`src/pkg/rlc_pkg.sv`:
```
// Constants for the lane configuration register slice
package rlc_pkg;
    // Register offsets
    localparam logic [7:0] OFS_DEEMPH    = 8'h3C;
    localparam logic [7:0] OFS_IDLE_THR  = 8'h3D;
    localparam logic [7:0] OFS_IDLE_RATE = 8'h40;
    localparam logic [7:0] OFS_EQ        = 8'h41;
    localparam logic [7:0] OFS_SWING     = 8'h42;
    // Reset values
    localparam logic [7:0] RST_DEEMPH    = 8'h03;
    localparam logic [7:0] RST_IDLE_THR  = 8'h00;
    localparam logic [7:0] RST_IDLE_RATE = 8'h00;
    localparam logic [7:0] RST_EQ        = 8'h20;
    localparam logic [7:0] RST_SWING     = 8'h03;
    // Writable bits of the swing register
    localparam logic [7:0] SWING_WR_MASK = 8'h3F;
    // Field positions
    localparam int DE_STYLE_BIT  = 7;
    localparam int IR_IDLE_AUTO  = 5;
    localparam int IR_IDLE_SEL   = 4;
    localparam int IR_RATE_AUTO  = 1;
    localparam int IR_RATE_SEL   = 0;
    localparam int EQ_EN_BIT     = 5;
    // Three-level strap encodings
    localparam logic [1:0] LVL_0 = 2'h0;
    localparam logic [1:0] LVL_1 = 2'h1;
    localparam logic [1:0] LVL_F = 2'h2;
    // Deemphasis codes
    localparam logic [7:0] DE_0DB  = 8'h01;
    localparam logic [7:0] DE_3P5  = 8'h38;
    localparam logic [7:0] DE_6DB  = 8'h88;
    localparam logic [7:0] DE_9DB  = 8'h90;
    localparam logic [7:0] DE_12DB = 8'hA0;
    localparam logic [7:0] DE_RSVD = 8'hC0;
    // Deemphasis magnitudes in tenths of a dB
    localparam logic [7:0] DB_0   = 8'h00;
    localparam logic [7:0] DB_3P5 = 8'h23;
    localparam logic [7:0] DB_6   = 8'h3C;
    localparam logic [7:0] DB_9   = 8'h5A;
    localparam logic [7:0] DB_12  = 8'h78;
    // Equalizer codes
    localparam logic [7:0] EQ_BYP = 8'h20;
    localparam logic [7:0] EQ_2A  = 8'h2A;
    localparam logic [7:0] EQ_30  = 8'h30;
    localparam logic [7:0] EQ_31  = 8'h31;
    localparam logic [7:0] EQ_38  = 8'h38;
    localparam logic [7:0] EQ_34  = 8'h34;
    localparam logic [7:0] EQ_35  = 8'h35;
    localparam logic [7:0] EQ_3A  = 8'h3A;
    localparam logic [7:0] EQ_3C  = 8'h3C;
    // Swing codes and millivolts
    localparam logic [5:0]  SW_600  = 6'h03;
    localparam logic [5:0]  SW_800  = 6'h07;
    localparam logic [5:0]  SW_1000 = 6'h0F;
    localparam logic [5:0]  SW_1200 = 6'h1F;
    localparam logic [5:0]  SW_1400 = 6'h3F;
    localparam logic [10:0] MV_600  = 11'h258;
    localparam logic [10:0] MV_800  = 11'h320;
    localparam logic [10:0] MV_1000 = 11'h3E8;
    localparam logic [10:0] MV_1200 = 11'h4B0;
    localparam logic [10:0] MV_1400 = 11'h578;
    // Idle threshold millivolts
    localparam logic [7:0] MV_70  = 8'h46;
    localparam logic [7:0] MV_110 = 8'h6E;
    localparam logic [7:0] MV_130 = 8'h82;
    localparam logic [7:0] MV_150 = 8'h96;
    localparam logic [7:0] MV_170 = 8'hAA;
    localparam logic [7:0] MV_190 = 8'hBE;
endpackage : rlc_pkg

```
`src/pkg/rlc_cfg_if.sv`:
```
// Raw register codes out, decoded settings back
`timescale 1ns/10ps
interface rlc_cfg_if;
    logic [7:0]  deemph;     // Raw deemphasis code
    logic [3:0]  idle_thr;   // Raw threshold pair
    logic [5:0]  swing;      // Raw swing code
    logic [7:0]  de_tenths;  // Deemphasis magnitude
    logic        de_ok;      // Code is a listed level
    logic [7:0]  deas_mv;    // Idle deassert level
    logic [7:0]  as_mv;      // Idle assert level
    logic [10:0] swing_mv;   // Swing in mV
    logic        swing_ok;   // Code is a listed swing
    modport regs (output deemph, idle_thr, swing,
                  input de_tenths, de_ok, deas_mv, as_mv, swing_mv, swing_ok);
    modport dec  (input deemph, idle_thr, swing,
                  output de_tenths, de_ok, deas_mv, as_mv, swing_mv, swing_ok);
endinterface : rlc_cfg_if

```
`src/hdl/rlc_field_decode.sv`:
```
// Field codes to analog setting values
`timescale 1ns/10ps
module rlc_field_decode
    import rlc_pkg::*;
(
    rlc_cfg_if.dec cfg
);
    //////////////////////////////////////////////////////////////
    // Deemphasis level from the full code, style bit included
    // level decode
    always_comb begin
        cfg.de_ok = 1'b1;
        case (cfg.deemph)
            DE_0DB:  cfg.de_tenths = DB_0;
            DE_3P5:  cfg.de_tenths = DB_3P5;
            DE_6DB:  cfg.de_tenths = DB_6;
            DE_9DB:  cfg.de_tenths = DB_9;
            DE_12DB: cfg.de_tenths = DB_12;
            default: begin
                // Unlisted codes, reserved C0h among them
                cfg.de_tenths = DB_0;
                cfg.de_ok     = 1'b0;
            end
        endcase
    end

    //////////////////////////////////////////////////////////////
    // Idle thresholds from the two code fields
    // threshold map
    always_comb begin
        case (cfg.idle_thr[3:2])
            2'h1:    cfg.deas_mv = MV_150;
            2'h2:    cfg.deas_mv = MV_170;
            2'h3:    cfg.deas_mv = MV_190;
            default: cfg.deas_mv = MV_110;
        endcase
        case (cfg.idle_thr[1:0])
            2'h1:    cfg.as_mv = MV_110;
            2'h2:    cfg.as_mv = MV_130;
            2'h3:    cfg.as_mv = MV_150;
            default: cfg.as_mv = MV_70;
        endcase
    end

    //////////////////////////////////////////////////////////////
    // Output swing
    // swing decode
    always_comb begin
        cfg.swing_ok = 1'b1;
        case (cfg.swing)
            SW_600:  cfg.swing_mv = MV_600;
            SW_800:  cfg.swing_mv = MV_800;
            SW_1000: cfg.swing_mv = MV_1000;
            SW_1200: cfg.swing_mv = MV_1200;
            SW_1400: cfg.swing_mv = MV_1400;
            default: begin
                cfg.swing_mv = MV_600;
                cfg.swing_ok = 1'b0;
            end
        endcase
    end
endmodule : rlc_field_decode

```
`src/hdl/rlc_strap_decode.sv`:
```
// Three-level strap pins to register codes
`timescale 1ns/10ps
module rlc_strap_decode
    import rlc_pkg::*;
(
    input  wire logic [1:0] deemph_strap_hi_i,
    input  wire logic [1:0] deemph_strap_lo_i,
    input  wire logic [1:0] equalizer_strap_a_i,
    input  wire logic [1:0] equalizer_strap_b_i,
    output logic      [7:0] de_code_o,
    output logic      [7:0] eq_code_o
);
    //////////////////////////////////////////////////////////////
    // Deemphasis strap table
    // strap to code
    always_comb begin
        case ({deemph_strap_hi_i, deemph_strap_lo_i})
            {LVL_0, LVL_0}: de_code_o = DE_0DB;
            {LVL_0, LVL_1}: de_code_o = DE_3P5;
            {LVL_0, LVL_F}: de_code_o = DE_6DB;
            {LVL_1, LVL_0}: de_code_o = DE_9DB;
            {LVL_1, LVL_1}: de_code_o = DE_12DB;
            {LVL_1, LVL_F}: de_code_o = DE_12DB;
            {LVL_F, LVL_0}: de_code_o = DE_9DB;
            {LVL_F, LVL_1}: de_code_o = DE_12DB;
            // All float and unknown levels are reserved
            default:        de_code_o = DE_RSVD;
        endcase
    end

    //////////////////////////////////////////////////////////////
    // Equalizer strap table
    // strap to code
    always_comb begin
        case ({equalizer_strap_a_i, equalizer_strap_b_i})
            {LVL_1, LVL_1}: eq_code_o = EQ_2A;
            {LVL_0, LVL_0}: eq_code_o = EQ_30;
            {LVL_0, LVL_F}: eq_code_o = EQ_31;
            {LVL_0, LVL_1}: eq_code_o = EQ_38;
            {LVL_1, LVL_F}: eq_code_o = EQ_34;
            {LVL_1, LVL_0}: eq_code_o = EQ_35;
            {LVL_F, LVL_0}: eq_code_o = EQ_3A;
            {LVL_F, LVL_1}: eq_code_o = EQ_3C;
            // All float means bypass
            default:        eq_code_o = EQ_BYP;
        endcase
    end
endmodule : rlc_strap_decode

```
`src/hdl/rlc_top.sv`:
```
// Lane 6/7 configuration registers and settings outputs
`timescale 1ns/10ps
module rlc_top
    import rlc_pkg::*;
(
    input  wire logic        clk_i,
    input  wire logic        rst_n_i,
    input  wire logic        reg_wr_i,
    input  wire logic        reg_rd_i,
    input  wire logic [7:0]  reg_addr_i,
    input  wire logic [7:0]  reg_wdata_i,
    input  wire logic        strap_mode_i,
    input  wire logic [1:0]  deemph_strap_hi_i,
    input  wire logic [1:0]  deemph_strap_lo_i,
    input  wire logic [1:0]  equalizer_strap_a_i,
    input  wire logic [1:0]  equalizer_strap_b_i,
    output logic      [7:0]  reg_rdata_o,
    output logic             reg_rvalid_o,
    output logic             lane6_deemphasis_style_o,
    output logic      [6:0]  lane6_out_deemphasis_o,
    output logic      [7:0]  lane6_deemph_tenths_o,
    output logic             lane6_deemph_ok_o,
    output logic      [7:0]  lane6_idle_deassert_mv_o,
    output logic      [7:0]  lane6_idle_assert_mv_o,
    output logic             lane7_idle_auto_o,
    output logic             lane7_squelch_o,
    output logic             lane7_signal_detect_en_o,
    output logic             lane7_rate_auto_o,
    output logic             lane7_rate_hi_o,
    output logic             lane7_eq_enable_o,
    output logic      [1:0]  lane7_gain_stage_o,
    output logic      [2:0]  lane7_boost_level_o,
    output logic      [10:0] lane7_out_swing_mv_o,
    output logic             lane7_swing_ok_o
);
    //////////////////////////////////////////////////////////////
    // Declarations
    logic [7:0] deemph_q, deemph_d;     // 3Ch
    logic [7:0] thr_q, thr_d;           // 3Dh
    logic [7:0] ir_q, ir_d;             // 40h
    logic [7:0] eq_q, eq_d;             // 41h
    logic [7:0] swing_q, swing_d;       // 42h
    logic       strap_pend_q;           // First cycle after reset
    logic [7:0] de_strap, eq_strap;     // Strap-derived codes
    logic [7:0] rdata_d;                // Read mux
    logic       sel_de, sel_thr, sel_ir, sel_eq, sel_sw;

    // One interface carries the raw fields so the bit split lives in one place
    rlc_cfg_if cfg ();

    rlc_strap_decode u_strap (
        .deemph_strap_hi_i   (deemph_strap_hi_i),
        .deemph_strap_lo_i   (deemph_strap_lo_i),
        .equalizer_strap_a_i (equalizer_strap_a_i),
        .equalizer_strap_b_i (equalizer_strap_b_i),
        .de_code_o           (de_strap),
        .eq_code_o           (eq_strap)
    );

    rlc_field_decode u_dec (
        .cfg (cfg)
    );

    assign cfg.deemph   = deemph_q;
    assign cfg.idle_thr = thr_q[3:0];
    assign cfg.swing    = swing_q[5:0];

    //////////////////////////////////////////////////////////////
    // Address decode
    assign sel_de  = (reg_addr_i == OFS_DEEMPH);
    assign sel_thr = (reg_addr_i == OFS_IDLE_THR);
    assign sel_ir  = (reg_addr_i == OFS_IDLE_RATE);
    assign sel_eq  = (reg_addr_i == OFS_EQ);
    assign sel_sw  = (reg_addr_i == OFS_SWING);

    //////////////////////////////////////////////////////////////
    // Register next values: host write beats strap load
    always_comb begin
        deemph_d = deemph_q;
        thr_d    = thr_q;
        ir_d     = ir_q;
        eq_d     = eq_q;
        swing_d  = swing_q;
        // Straps load once after reset in pin mode
        if (strap_pend_q && strap_mode_i) begin
            if (de_strap != DE_RSVD) begin
                deemph_d = de_strap;
            end
            eq_d = eq_strap;
        end
        if (reg_wr_i) begin
            if (sel_de) begin
                deemph_d = reg_wdata_i;
            end
            if (sel_thr) begin
                thr_d = reg_wdata_i;
            end
            if (sel_ir) begin
                ir_d = reg_wdata_i;
            end
            if (sel_eq) begin
                eq_d = reg_wdata_i;
            end
            // Upper swing bits are read-only zero
            if (sel_sw) begin
                swing_d = reg_wdata_i & SWING_WR_MASK;
            end
        end
    end

    always_ff @(posedge clk_i or negedge rst_n_i) begin
        if (!rst_n_i) begin
            deemph_q     <= RST_DEEMPH;
            thr_q        <= RST_IDLE_THR;
            ir_q         <= RST_IDLE_RATE;
            eq_q         <= RST_EQ;
            swing_q      <= RST_SWING;
            strap_pend_q <= 1'b1;
        end else begin
            deemph_q     <= deemph_d;
            thr_q        <= thr_d;
            ir_q         <= ir_d;
            eq_q         <= eq_d;
            swing_q      <= swing_d;
            strap_pend_q <= 1'b0;
        end
    end

    //////////////////////////////////////////////////////////////
    // Read mux; unmapped addresses read zero
    always_comb begin
        case (1'b1)
            sel_de:  rdata_d = deemph_q;
            sel_thr: rdata_d = thr_q;
            sel_ir:  rdata_d = ir_q;
            sel_eq:  rdata_d = eq_q;
            sel_sw:  rdata_d = swing_q;
            default: rdata_d = 8'h00;
        endcase
    end

    // Read data one cycle after the strobe
    // Idle data forced to zero so a stray sample never shows stale contents
    always_ff @(posedge clk_i or negedge rst_n_i) begin
        if (!rst_n_i) begin
            reg_rdata_o  <= 8'h00;
            reg_rvalid_o <= 1'b0;
        end else begin
            reg_rdata_o  <= reg_rd_i ? rdata_d : 8'h00;
            reg_rvalid_o <= reg_rd_i;
        end
    end

    //////////////////////////////////////////////////////////////
    // Settings outputs, registered one cycle after the fields
    always_ff @(posedge clk_i or negedge rst_n_i) begin
        if (!rst_n_i) begin
            lane6_deemphasis_style_o <= 1'b0;
            lane6_out_deemphasis_o   <= 7'h00;
            lane6_deemph_tenths_o    <= 8'h00;
            lane6_deemph_ok_o        <= 1'b0;
            lane6_idle_deassert_mv_o <= 8'h00;
            lane6_idle_assert_mv_o   <= 8'h00;
            lane7_idle_auto_o        <= 1'b0;
            lane7_squelch_o          <= 1'b0;
            lane7_signal_detect_en_o <= 1'b0;
            lane7_rate_auto_o        <= 1'b0;
            lane7_rate_hi_o          <= 1'b0;
            lane7_eq_enable_o        <= 1'b0;
            lane7_gain_stage_o       <= 2'h0;
            lane7_boost_level_o      <= 3'h0;
            lane7_out_swing_mv_o     <= 11'h000;
            lane7_swing_ok_o         <= 1'b0;
        end else begin
            lane6_deemphasis_style_o <= deemph_q[DE_STYLE_BIT];
            lane6_out_deemphasis_o   <= deemph_q[6:0];
            lane6_deemph_tenths_o    <= cfg.de_tenths;
            lane6_deemph_ok_o        <= cfg.de_ok;
            lane6_idle_deassert_mv_o <= cfg.deas_mv;
            lane6_idle_assert_mv_o   <= cfg.as_mv;
            lane7_idle_auto_o        <= ir_q[IR_IDLE_AUTO];
            lane7_squelch_o          <= !ir_q[IR_IDLE_AUTO] && ir_q[IR_IDLE_SEL];
            lane7_signal_detect_en_o <= ir_q[IR_IDLE_AUTO];
            lane7_rate_auto_o        <= ir_q[IR_RATE_AUTO];
            lane7_rate_hi_o          <= !ir_q[IR_RATE_AUTO] && ir_q[IR_RATE_SEL];
            lane7_eq_enable_o        <= eq_q[EQ_EN_BIT];
            lane7_gain_stage_o       <= eq_q[4:3];
            lane7_boost_level_o      <= eq_q[2:0];
            lane7_out_swing_mv_o     <= cfg.swing_mv;
            lane7_swing_ok_o         <= cfg.swing_ok;
        end
    end
endmodule : rlc_top

```
`config.mk`:
```
export PLATFORM = sky130hd
export DESIGN_NAME = rlc_top
export DESIGN_NICKNAME = d
export VERILOG_FILES = /design/src/pkg/rlc_pkg.sv /design/src/pkg/rlc_cfg_if.sv /design/src/hdl/rlc_field_decode.sv /design/src/hdl/rlc_strap_decode.sv /design/src/hdl/rlc_top.sv
export SDC_FILE = /design/constraint.sdc
export NUM_CORES = 1
export LEC_CHECK = 0
export BUFFER_PORTS_ARGS = -buffer_cell sky130_fd_sc_hd__buf_2
export CORE_MARGIN = 3
export CORE_UTILIZATION = 35
export DETAILED_ROUTE_END_ITERATION = 16
export PLACE_DENSITY = 0.57
export SETUP_SLACK_MARGIN = 0.15
export SLEW_MARGIN = 25
export SYNTH_ARGS = -nofsm -noshare
export SYNTH_HDL_FRONTEND = slang
export SYNTH_SLANG_ARGS = --single-unit
export TNS_END_PERCENT = 30
```
`constraint.sdc`:
```
create_clock -name clk_i -period 1.68 [get_ports clk_i]
set_clock_uncertainty 0.2 [all_clocks]
set_input_delay 0.336 -clock clk_i [delete_from_list [all_inputs] [get_ports clk_i]]
set_output_delay 0.336 -clock clk_i [all_outputs]
set_load 0.005 [all_outputs]
```
== After elaboration in Yosys (flattened, before gate mapping) ==
Memories as Yosys holds them, arrays and structs flattened.
Cells that the tools add are included.

* Bits in registers: 103
* Memory bits (read-only): 176
* Bits of input ports: 29
* Output and inout port bits: 65
* Logic and storage cells: 76
* Memories kept: 2

{| class="wikitable"
|+ Memory list
! name !! depth !! bits a word !! rd ports !! clocked after memory_dff !! write ports !! line !! RTL
|-
| (name not given) || 16 || 6 || 1 || 0 || 0 || rlc_strap_decode.sv:17 || <nowiki>case ({deemph_strap_hi_i, deemph_strap_lo_i})</nowiki>
|-
| (name not given) || 16 || 5 || 1 || 0 || 0 || rlc_strap_decode.sv:35 || <nowiki>case ({equalizer_strap_a_i, equalizer_strap_b_i})</nowiki>
|}

* Equality and inequality tests: 22
* Multiplexer cells: 19
* Reduce and logical (&&, ||, !) cells: 10

{| class="wikitable"
|+ Operators by type and width
! operator !! count
|-
| two-way mux 8 bit || 12
|-
| case mux 8 bit (3 select lines) || 2
|-
| case mux 11 bit (4 select lines) || 1
|-
| case mux 7 bit (4 select lines) || 1
|-
| equality test 8 x 6 -> 1 bit (second input constant) || 3
|-
| equality test 8 x 7 -> 1 bit (second input constant) || 3
|-
| equality test 8 bit (second input constant) || 3
|-
| OR reduction 5 bit || 2
|-
| equality test 2 bit (second input constant) || 4
|-
| equality test 8 x 1 -> 1 bit (second input constant) || 1
|-
| inequality test 8 bit (second input constant) || 1
|-
| equality test 6 x 2 -> 1 bit (second input constant) || 1
|-
| equality test 6 x 3 -> 1 bit (second input constant) || 1
|-
| equality test 6 x 4 -> 1 bit (second input constant) || 1
|-
| equality test 6 x 5 -> 1 bit (second input constant) || 1
|-
| equality test 6 bit (second input constant) || 1
|-
| two-way mux 6 bit || 1
|-
| AND reduction 2 bit || 3
|-
| equality test 2 x 1 -> 1 bit (second input constant) || 2
|-
| logical AND 1 bit || 3
|-
| zero test 1 bit || 2
|-
| two-way mux 1 bit || 2
|}

== Logic depth before layout (Yosys ltp) ==
Gate-level depths: netlist (run 1).

* Word-level depth: 7
* Mapped depth: 7

== Hierarchy ==
From an unflattened synthesis (run 1), not the netlist that was laid out.

* Cell total of the unflattened synthesis: 366
* Area, all modules: 4413.0 µm²

{| class="wikitable"
|+ By module, submodules not included
! module !! times used !! cells each !! area an instance (µm²) !! seq. area each (µm²)
|-
| rlc_top || 1 || 266 || 3756.1 || 2585.0
|-
| rlc_field_decode || 1 || 63 || 407.9 || 0.0
|-
| rlc_strap_decode || 1 || 37 || 249.0 || 0.0
|}

== Worst setup path after synthesis (run 1) ==
OpenSTA, ideal clock, no wires.

* Path kind: input to register
* Start: input reg_addr_i[0]
* End: register thr_q[0]
* Library setup time: 0.125 ns
* Arrival time: 1.548 ns
* Required time: 1.355 ns
* Slack: -0.193 ns
* Cell stages on the path: 6
* Buffers on the path: 2
* Path through: clkbuf_4 -> inv_1 -> nor2_1 -> and3_1 -> buf_4 -> mux2_2

* Word-level cells in the longest chain between the ends: 2

{| class="wikitable"
|+ Ends and longest elaborated chain
! element !! line !! RTL
|-
| start: declaration || rlc_top.sv:10 || <nowiki>input wire logic [7:0] reg_addr_i,</nowiki>
|-
| equality test 8 x 6 -> 1 bit || rlc_top.sv:71 || <nowiki>assign sel_thr = (reg_addr_i == OFS_IDLE_THR);</nowiki>
|-
| AND reduction 2 bit (no source line) || - ||
|-
| end signal: assignment || rlc_top.sv:121 || <nowiki>thr_q <= thr_d;</nowiki>
|-
| end: declaration || rlc_top.sv:39 || <nowiki>logic [7:0] thr_q, thr_d;</nowiki>
|}

No other way between the ends.
A chain may end at the register's enable or synchronous reset.

== Final worst setup path (run 1) ==
* Start: input reg_addr_i[7]
* End: register deemph_q[5] (netlist: cfg.deemph[5])

* Word-level cells in the longest chain between the ends: 3

{| class="wikitable"
|+ Ends and longest elaborated chain
! element !! line !! RTL
|-
| equality test 8 x 6 -> 1 bit || rlc_top.sv:70 || <nowiki>assign sel_de = (reg_addr_i == OFS_DEEMPH);</nowiki>
|-
| two-way mux 8 bit || rlc_top.sv:92 || <nowiki>if (sel_de) begin</nowiki>
|-
| two-way mux 8 bit || rlc_top.sv:91 || <nowiki>if (reg_wr_i) begin</nowiki>
|-
| named net deemph_d[5] || rlc_top.sv:38 || <nowiki>logic [7:0] deemph_q, deemph_d;</nowiki>
|-
| end signal: assignment || rlc_top.sv:120 || <nowiki>deemph_q <= deemph_d;</nowiki>
|-
| end: declaration || rlc_top.sv:38 ||
|}

The timed path passes the listed nets, and every way through them passes these cells.

==> results of run 1 <==
[what timing repair did]
| action | 4_1_cts | 5_1_grt |
|---|---|---|
| hold buffers | 2 | 0 |
| endpoints found under the hold margin | 87 | 0 |
| resized for setup | 31 | 43 |
| setup buffers | 3 | 6 |
| pin swaps | 7 | 10 |
| setup endpoints to repair | 40 | 47 |
[sequential cells by signal (all words and copies together) (netlist names), 2 cells and up]
signal and cells:
lane7_out_swing_mv_o 7, reg_rdata_o 8, lane7_boost_level_o 3, lane6_out_deemphasis_o 7, ir_q 8, lane6_deemph_tenths_o 6
cfg.deemph 8, lane6_idle_deassert_mv_o 5, eq_q 8, thr_q 8, lane7_gain_stage_o 2, lane6_idle_assert_mv_o 6
swing_q 6
[synthesized netlist by cell type, types with 4 or more instances]
master    number  area [sq um]
a211oi_1       9          67.6
a21oi_1       11          55.1
a22o_1         5          43.8
a31oi_1        5          31.3
buf_4         14           105
clkbuf_1       5          18.8
dfrtp_1       86          2150
dfstp_2        6           158
inv_1         20          75.1
mux2_2        19           214
nand2_1       18          67.6
nand2b_1      11          68.8
nand3_1        9          45.0
nor2_1        18          67.6
nor2b_1        4          25.0
nor3_1         8          40.0
o21ai_0       29           145
or4_1          4          30.0
[area by class of cell]
type,count,area [sq um],area share [%]
sequential,92,2310,41.3
multi-input combinational,215,1750,31.2
timing repair buffer,146,977,17.4
clock buffer,13,270,4.83
tap,140,175,3.13
inverter,20,77.6,1.39
clock inverter,3,43.8,0.782
[final timing paths]
kind | to | cells past startpoint
min in group asynchronous | lane6_idle_assert_mv_o[1] | 3
min reg2reg | lane7_boost_level_o[2] | 0
max | cfg.deemph[5] | 6
max reg2reg | lane6_deemph_ok_o | 5
max in group asynchronous | strap_pend_q | 3
min | ir_q[6] | 2
[logic make-up (layout without fill, tap and decap cells)]
| kind of cell | after synthesis | in the layout | synth area share, % |
|---|---|---|---|
| compound gates | 85 | 85 | 14.0 |
| xor+xnor | 4 | 4 | 0.872 |
| fa+ha+maj | 3 | 3 | 0.934 |
| buf+inv | 45 | 182 | 6.23 |
| flops | 92 | 92 | 57.5 |
| mux | 19 | 19 | 5.33 |
| other cells | 2 | 8 | 0.187 |
| simple gates | 96 | 96 | 15.0 |
[power by group through the flow]
stage | Clock, uW | Sequential [uW] | Combinational (uW)
finish | 2090 | 2470 | 785
global route | 2210 | 2490 | 862
CTS | 2130 | 2470 | 754
detailed placement | 0 | 2510 | 692
global placement | 0 | 2500 | 683
floorplan | 0 | 2490 | 319
[through the flow]
stage / hold slack [ps] / TNS (ps) / std cells / util (%) / setup WS [ps]
floorplan: -160 / -2490 / 352 / - / -149
global placement: 199 / -11790 / 602 / 44.4 / -342
detailed placement: 207 / -12750 / 602 / 44.4 / -392
CTS: 78.3 / 0 / 623 / 48.8 / 60.0
global route: 92.7 / -80.8 / 629 / 50.8 / -32.0
finish: 92.5 / 0 / 629 / 50.8 / 50.0
[routing by layer]
| layer | vias up | global-route usage (%) |
|---|---|---|
| li1 | 1490 | - |
| met1 | 1545 | 21.5 |
| met2 | 90 | 27.4 |
| met3 | 14 | 3.32 |
| met4 | 0 | 5.77 |
| met5 | - | 0 |
==> results.toml, run 1 <==
[status]
outcome = "complete, no violations"

[global_route]
grt_usage_pct = 16.5
overflow = 0
grt_max_degree = 93
grt_pass1_wl_mm = 16.4
grt_pass1_vias = 3088
antenna_found_initial = 0

[worst_hold_path]
hold_start = "reg_wdata_i[6]"
hold_class = "input port to flip-flop"

[logic_synthesis]
seq_area_frac_synth_pct = 57.5
ys_ff_latch = 92
synth_flop_cell = "dfrtp_1"
yosysUniqueCellTypes = 60
syn_avg_cell_area_sq_um = 11.6
synth_edf_count = 0
synthesis.area_sq_mm = 0.00402
ys_warn_count = 0
async_reset_ff_share_pct = 100
syn_inst = 346

[die]
die_w_um = 113
die_h_um = 113
dieArea_sq_mm = 0.0128
io_pins = 94
start_util_pct = 36.4
core_area_sq_mm = 0.0110
row_count = 38

[placement]
gp_congestion = 0.848
numPortBuffers = 87
dp_hpwl_mm = 7.48
dpl_cell_area_sq_mm = 0.00490

[timing]
fmax_mhz = 614
drv_slew = 0
period_share_pct = 97.0
final_hold_viol_count = 0
rsz0062_at_grt = "yes"
setup_viol = 0
period_minus_slack_ps = 1630

[worst_setup_path]
path_delay_family = "simple AND/OR/NAND/NOR gates"
critPathMaxStageDelay_ps = 420
cp.arrival_ps = 1650
worstReg2RegStart = "cfg.deemph[3]"
slowest_stage = "or3_4"
crit_required_ps = 1700
criticalPathCategory = "input port to flip-flop"
worst-path-max-fanout = 4
worstSetupStartpointType = "input port"
crit_path_cell_trace = "buf_6 -> or3_4 -> nor3_4 -> buf_4 -> nor3_2 -> a221o_1"
rrSetupSlack_ps = 50
cp_num_buf_inv = 2
crit_start = "reg_addr_i[7]"
end_kind = "flip-flop"

[cts]
insertion_delay_ps = 330
cts.sinks = 92
root_buffer = "clkbuf_16"
cts_tree = "done"
ctsLongestPathBuffers = 2
numCtsBuffers = 9
cts_max_level = 3
clkTransAtPathRegs_ps = 60

[detailed_routing]
drtIter0Drc = 145
drtPass1Iterations = 4
vias = 3139
drc = 0
via_per_inst = 4.99
drtAntennaViolNets = 0
wl_met1_mm = 4.51
wire_per_inst_um = 16.6
wl_met3_um = 539
route.met2.wl_mm = 5.22
top_layer = "met4"
routed_wl_mm = 10.5

[cells_and_area]
fillerInstances = 996
final_area_sq_mm = 0.00560
area_growth_pct = 39.4
finalNetCount = 516
drive_gt1_share_pct = 47.0
layout_commonest_cell = "dfrtp_1"
final_cell_mix = "dfrtp_1, buf_2, buf_4, o21ai_0, nand2_1"
antennaDiodeCount = 0

[power]
cellLeakagePower_uw = 0.00274
swShare_pct = 24.5
p_clk_share_pct = 39.1
p_sw_uw = 1310
p_int_uw = 4040
finalPower_uw = 5350
p_per_area_mw_per_mm2 = 955
pwr-share-seq_pct = 46.2
irDropWorstVdd_uv = 466
combPwrFrac_pct = 14.7

[flow_run]
cap_violations = 0
Power figures use the tool's default switching activity.
==> run 2, diff against run 1 <==
--- a/config.mk
+++ b/config.mk
@@ -6,10 +6,12 @@
 export NUM_CORES = 1
 export LEC_CHECK = 0
 export BUFFER_PORTS_ARGS = -buffer_cell sky130_fd_sc_hd__buf_2
+export CELL_PAD_IN_SITES_DETAIL_PLACEMENT = 1
+export CELL_PAD_IN_SITES_GLOBAL_PLACEMENT = 1
 export CORE_MARGIN = 3
 export CORE_UTILIZATION = 35
 export DETAILED_ROUTE_END_ITERATION = 16
-export PLACE_DENSITY = 0.57
+export PLACE_DENSITY = 0.7
 export SETUP_SLACK_MARGIN = 0.15
 export SLEW_MARGIN = 25
 export SYNTH_ARGS = -nofsm -noshare
==> run 2 against run 1 <==
Count of clock-buffer cells in the layout is the same. Flip-flop and latch count is the same. Global-route usage grew 3.6 points. Register-to-register slack gained 20 ps. Via count grew 5.2%. Critical path depth is the same. Non-clock buffer count grew 10. Largest cell class unchanged. Highest routed layer unchanged.
==> results.toml, run 2 (synthesis results as in run 1) <==
[placement]
numPortBuffers = 87
pre_cts_slack_ps = -390
gp_congestion = 0.896
dp_hpwl_mm = 8.75

[cells_and_area]
final_cell_mix = "dfrtp_1, buf_2, buf_4, o21ai_0"
layout_commonest_cell = "dfrtp_1"
multi_input_area_sq_mm = 0.00172
area_growth_pct = 41.5
drive_gt1_share_pct = 48.5
finalNetCount = 528
fillerInstances = 1199
ff_latch_area_sq_mm = 0.00231
antennaDiodeCount = 0

[timing]
hold_slack_ps = 19.7
period_minus_slack_ps = 1610
drv_slew = 0
fmax_mhz = 623
final_hold_viol_count = 0
worst_slack_ps = 73.9
setup_viol = 0
rsz0062_at_grt = "yes"
period_share_pct = 95.6

[power]
p_int_uw = 4090
p_per_area_mw_per_mm2 = 962
combPwrFrac_pct = 15.2
p_sw_uw = 1370
pwr-share-seq_pct = 45.3
cellLeakagePower_uw = 0.00279
irDropWorstVdd_uv = 536
swShare_pct = 25.1
p_clk_share_pct = 39.5

[detailed_routing]
drc = 0
vias = 3301
drtAntennaViolNets = 0
routed_wl_mm = 12.5
drtPass1Iterations = 4
drtIter0Drc = 173
wire_per_inst_um = 19.6
via_per_inst = 5.15

[die]
start_util_pct = 36.4
io_pins = 94
die_h_um = 113
dieArea_sq_mm = 0.0128
core_area_sq_mm = 0.0110
die_w_um = 113
row_count = 38

[global_route]
grt_usage_pct = 20.1
grt_pass1_vias = 3514
grt_pass1_wl_mm = 19.7
grt_max_degree = 50
overflow = 0
antenna_found_initial = 0

[worst_setup_path]
rrSetupSlack_ps = 70
crit_required_ps = 1710
slowest_stage = "dfrtp_2"
critPathMaxStageDelay_ps = 410
cp.arrival_ps = 1640
crit_start = "cfg.deemph[3]"
end_kind = "flip-flop"
worstReg2RegStart = "cfg.deemph[3]"
worst-path-max-fanout = 5
crit_path_cell_trace = "buf_4 -> nand3b_1 -> o21ai_1 -> nand2_1 -> a21o_1 -> a2111oi_4"
worstSetupStartpointType = "flip-flop"
criticalPathCategory = "flip-flop to flip-flop"

[worst_hold_path]
hold_class = "input port to flip-flop"
hold_start = "reg_rd_i"

[cts]
cts_max_level = 3
clkTransAtPathRegs_ps = 60
numCtsBuffers = 9
cts_tree = "done"
root_buffer = "clkbuf_16"
cts.sinks = 92
insertion_delay_ps = 350
ctsLongestPathBuffers = 2

[flow_run]
cap_violations = 0

[status]
outcome = "complete, no violations"
-- run 2: path summary, 6_finish.rpt --
check                                       endpoint  depth (start not counted)
max in group asynchronous                 swing_q[0]                          3
max reg2reg                        lane6_deemph_ok_o                          6
min                                     reg_rvalid_o                          1
max                                lane6_deemph_ok_o                          6
min reg2reg                        lane7_eq_enable_o                          0
min in group asynchronous  lane6_idle_assert_mv_o[5]                          3
-- run 2: metal layers --
| layer | global-route usage [%] | wire, um | part of all wire, % |
|---|---|---|---|
| met1 | 25.6 | 5300 | 42 |
| met2 | 34.1 | 6380 | 51 |
| met3 | 3.48 | 598 | 4.8 |
| met4 | 7.69 | 253 | 2.0 |
| met5 | 0 | 0 | 0 |
-- run 2: power by group through the flow --
| stage | Combinational, uW | Clock (uW) | Sequential (uW) |
|---|---|---|---|
| final | 832 | 2160 | 2480 |
| after global routing | 911 | 2290 | 2490 |
| after CTS | 792 | 2190 | 2470 |
| after detailed placement | 719 | 0 | 2510 |
| after global placement | 699 | 0 | 2500 |
| after floorplan | 319 | 0 | 2490 |
-- run 2: what timing repair did --
item                                    CTS  global route
hold endpoints to repair                 86             0
hold buffers                              1             0
buffers inserted                          8             5
pin swaps                                10            15
cloned                                    1             1
endpoints found under the setup margin   46            48
gates resized for setup                  37            42
-- run 2: layout make-up --
type,instances,share of cell area (%)
tap,140,3.08
multi-input combinational,217,30.3
inverter,20,1.45
clock buffer,13,4.93
clock inverter,3,0.748
timing repair buffer,156,18.8
sequential,92,40.7
-- run 2: stage by stage --
step | power [uW] | setup TNS, ps | utilization, % | instance area [sq um] | std cells
floorplan | 2810 | -2490 | - | 4070 | 352
global placement | 3200 | -11240 | 44.9 | 4950 | 609
detailed placement | 3230 | -13200 | 44.9 | 4950 | 609
CTS | 5450 | 0 | 49.7 | 5490 | 635
global route | 5700 | 0 | 51.5 | 5690 | 641
finish | 5470 | 0 | 51.5 | 5690 | 641
-- run 2: critical path, delay by kind of cell, from the launching register on --
family                 cells  cell delay, ps
AO/OA/AOI/OAI              3             580
buffers and inverters      1             150
flip-flops                 1             410
AND/OR/NAND/NOR            2             170
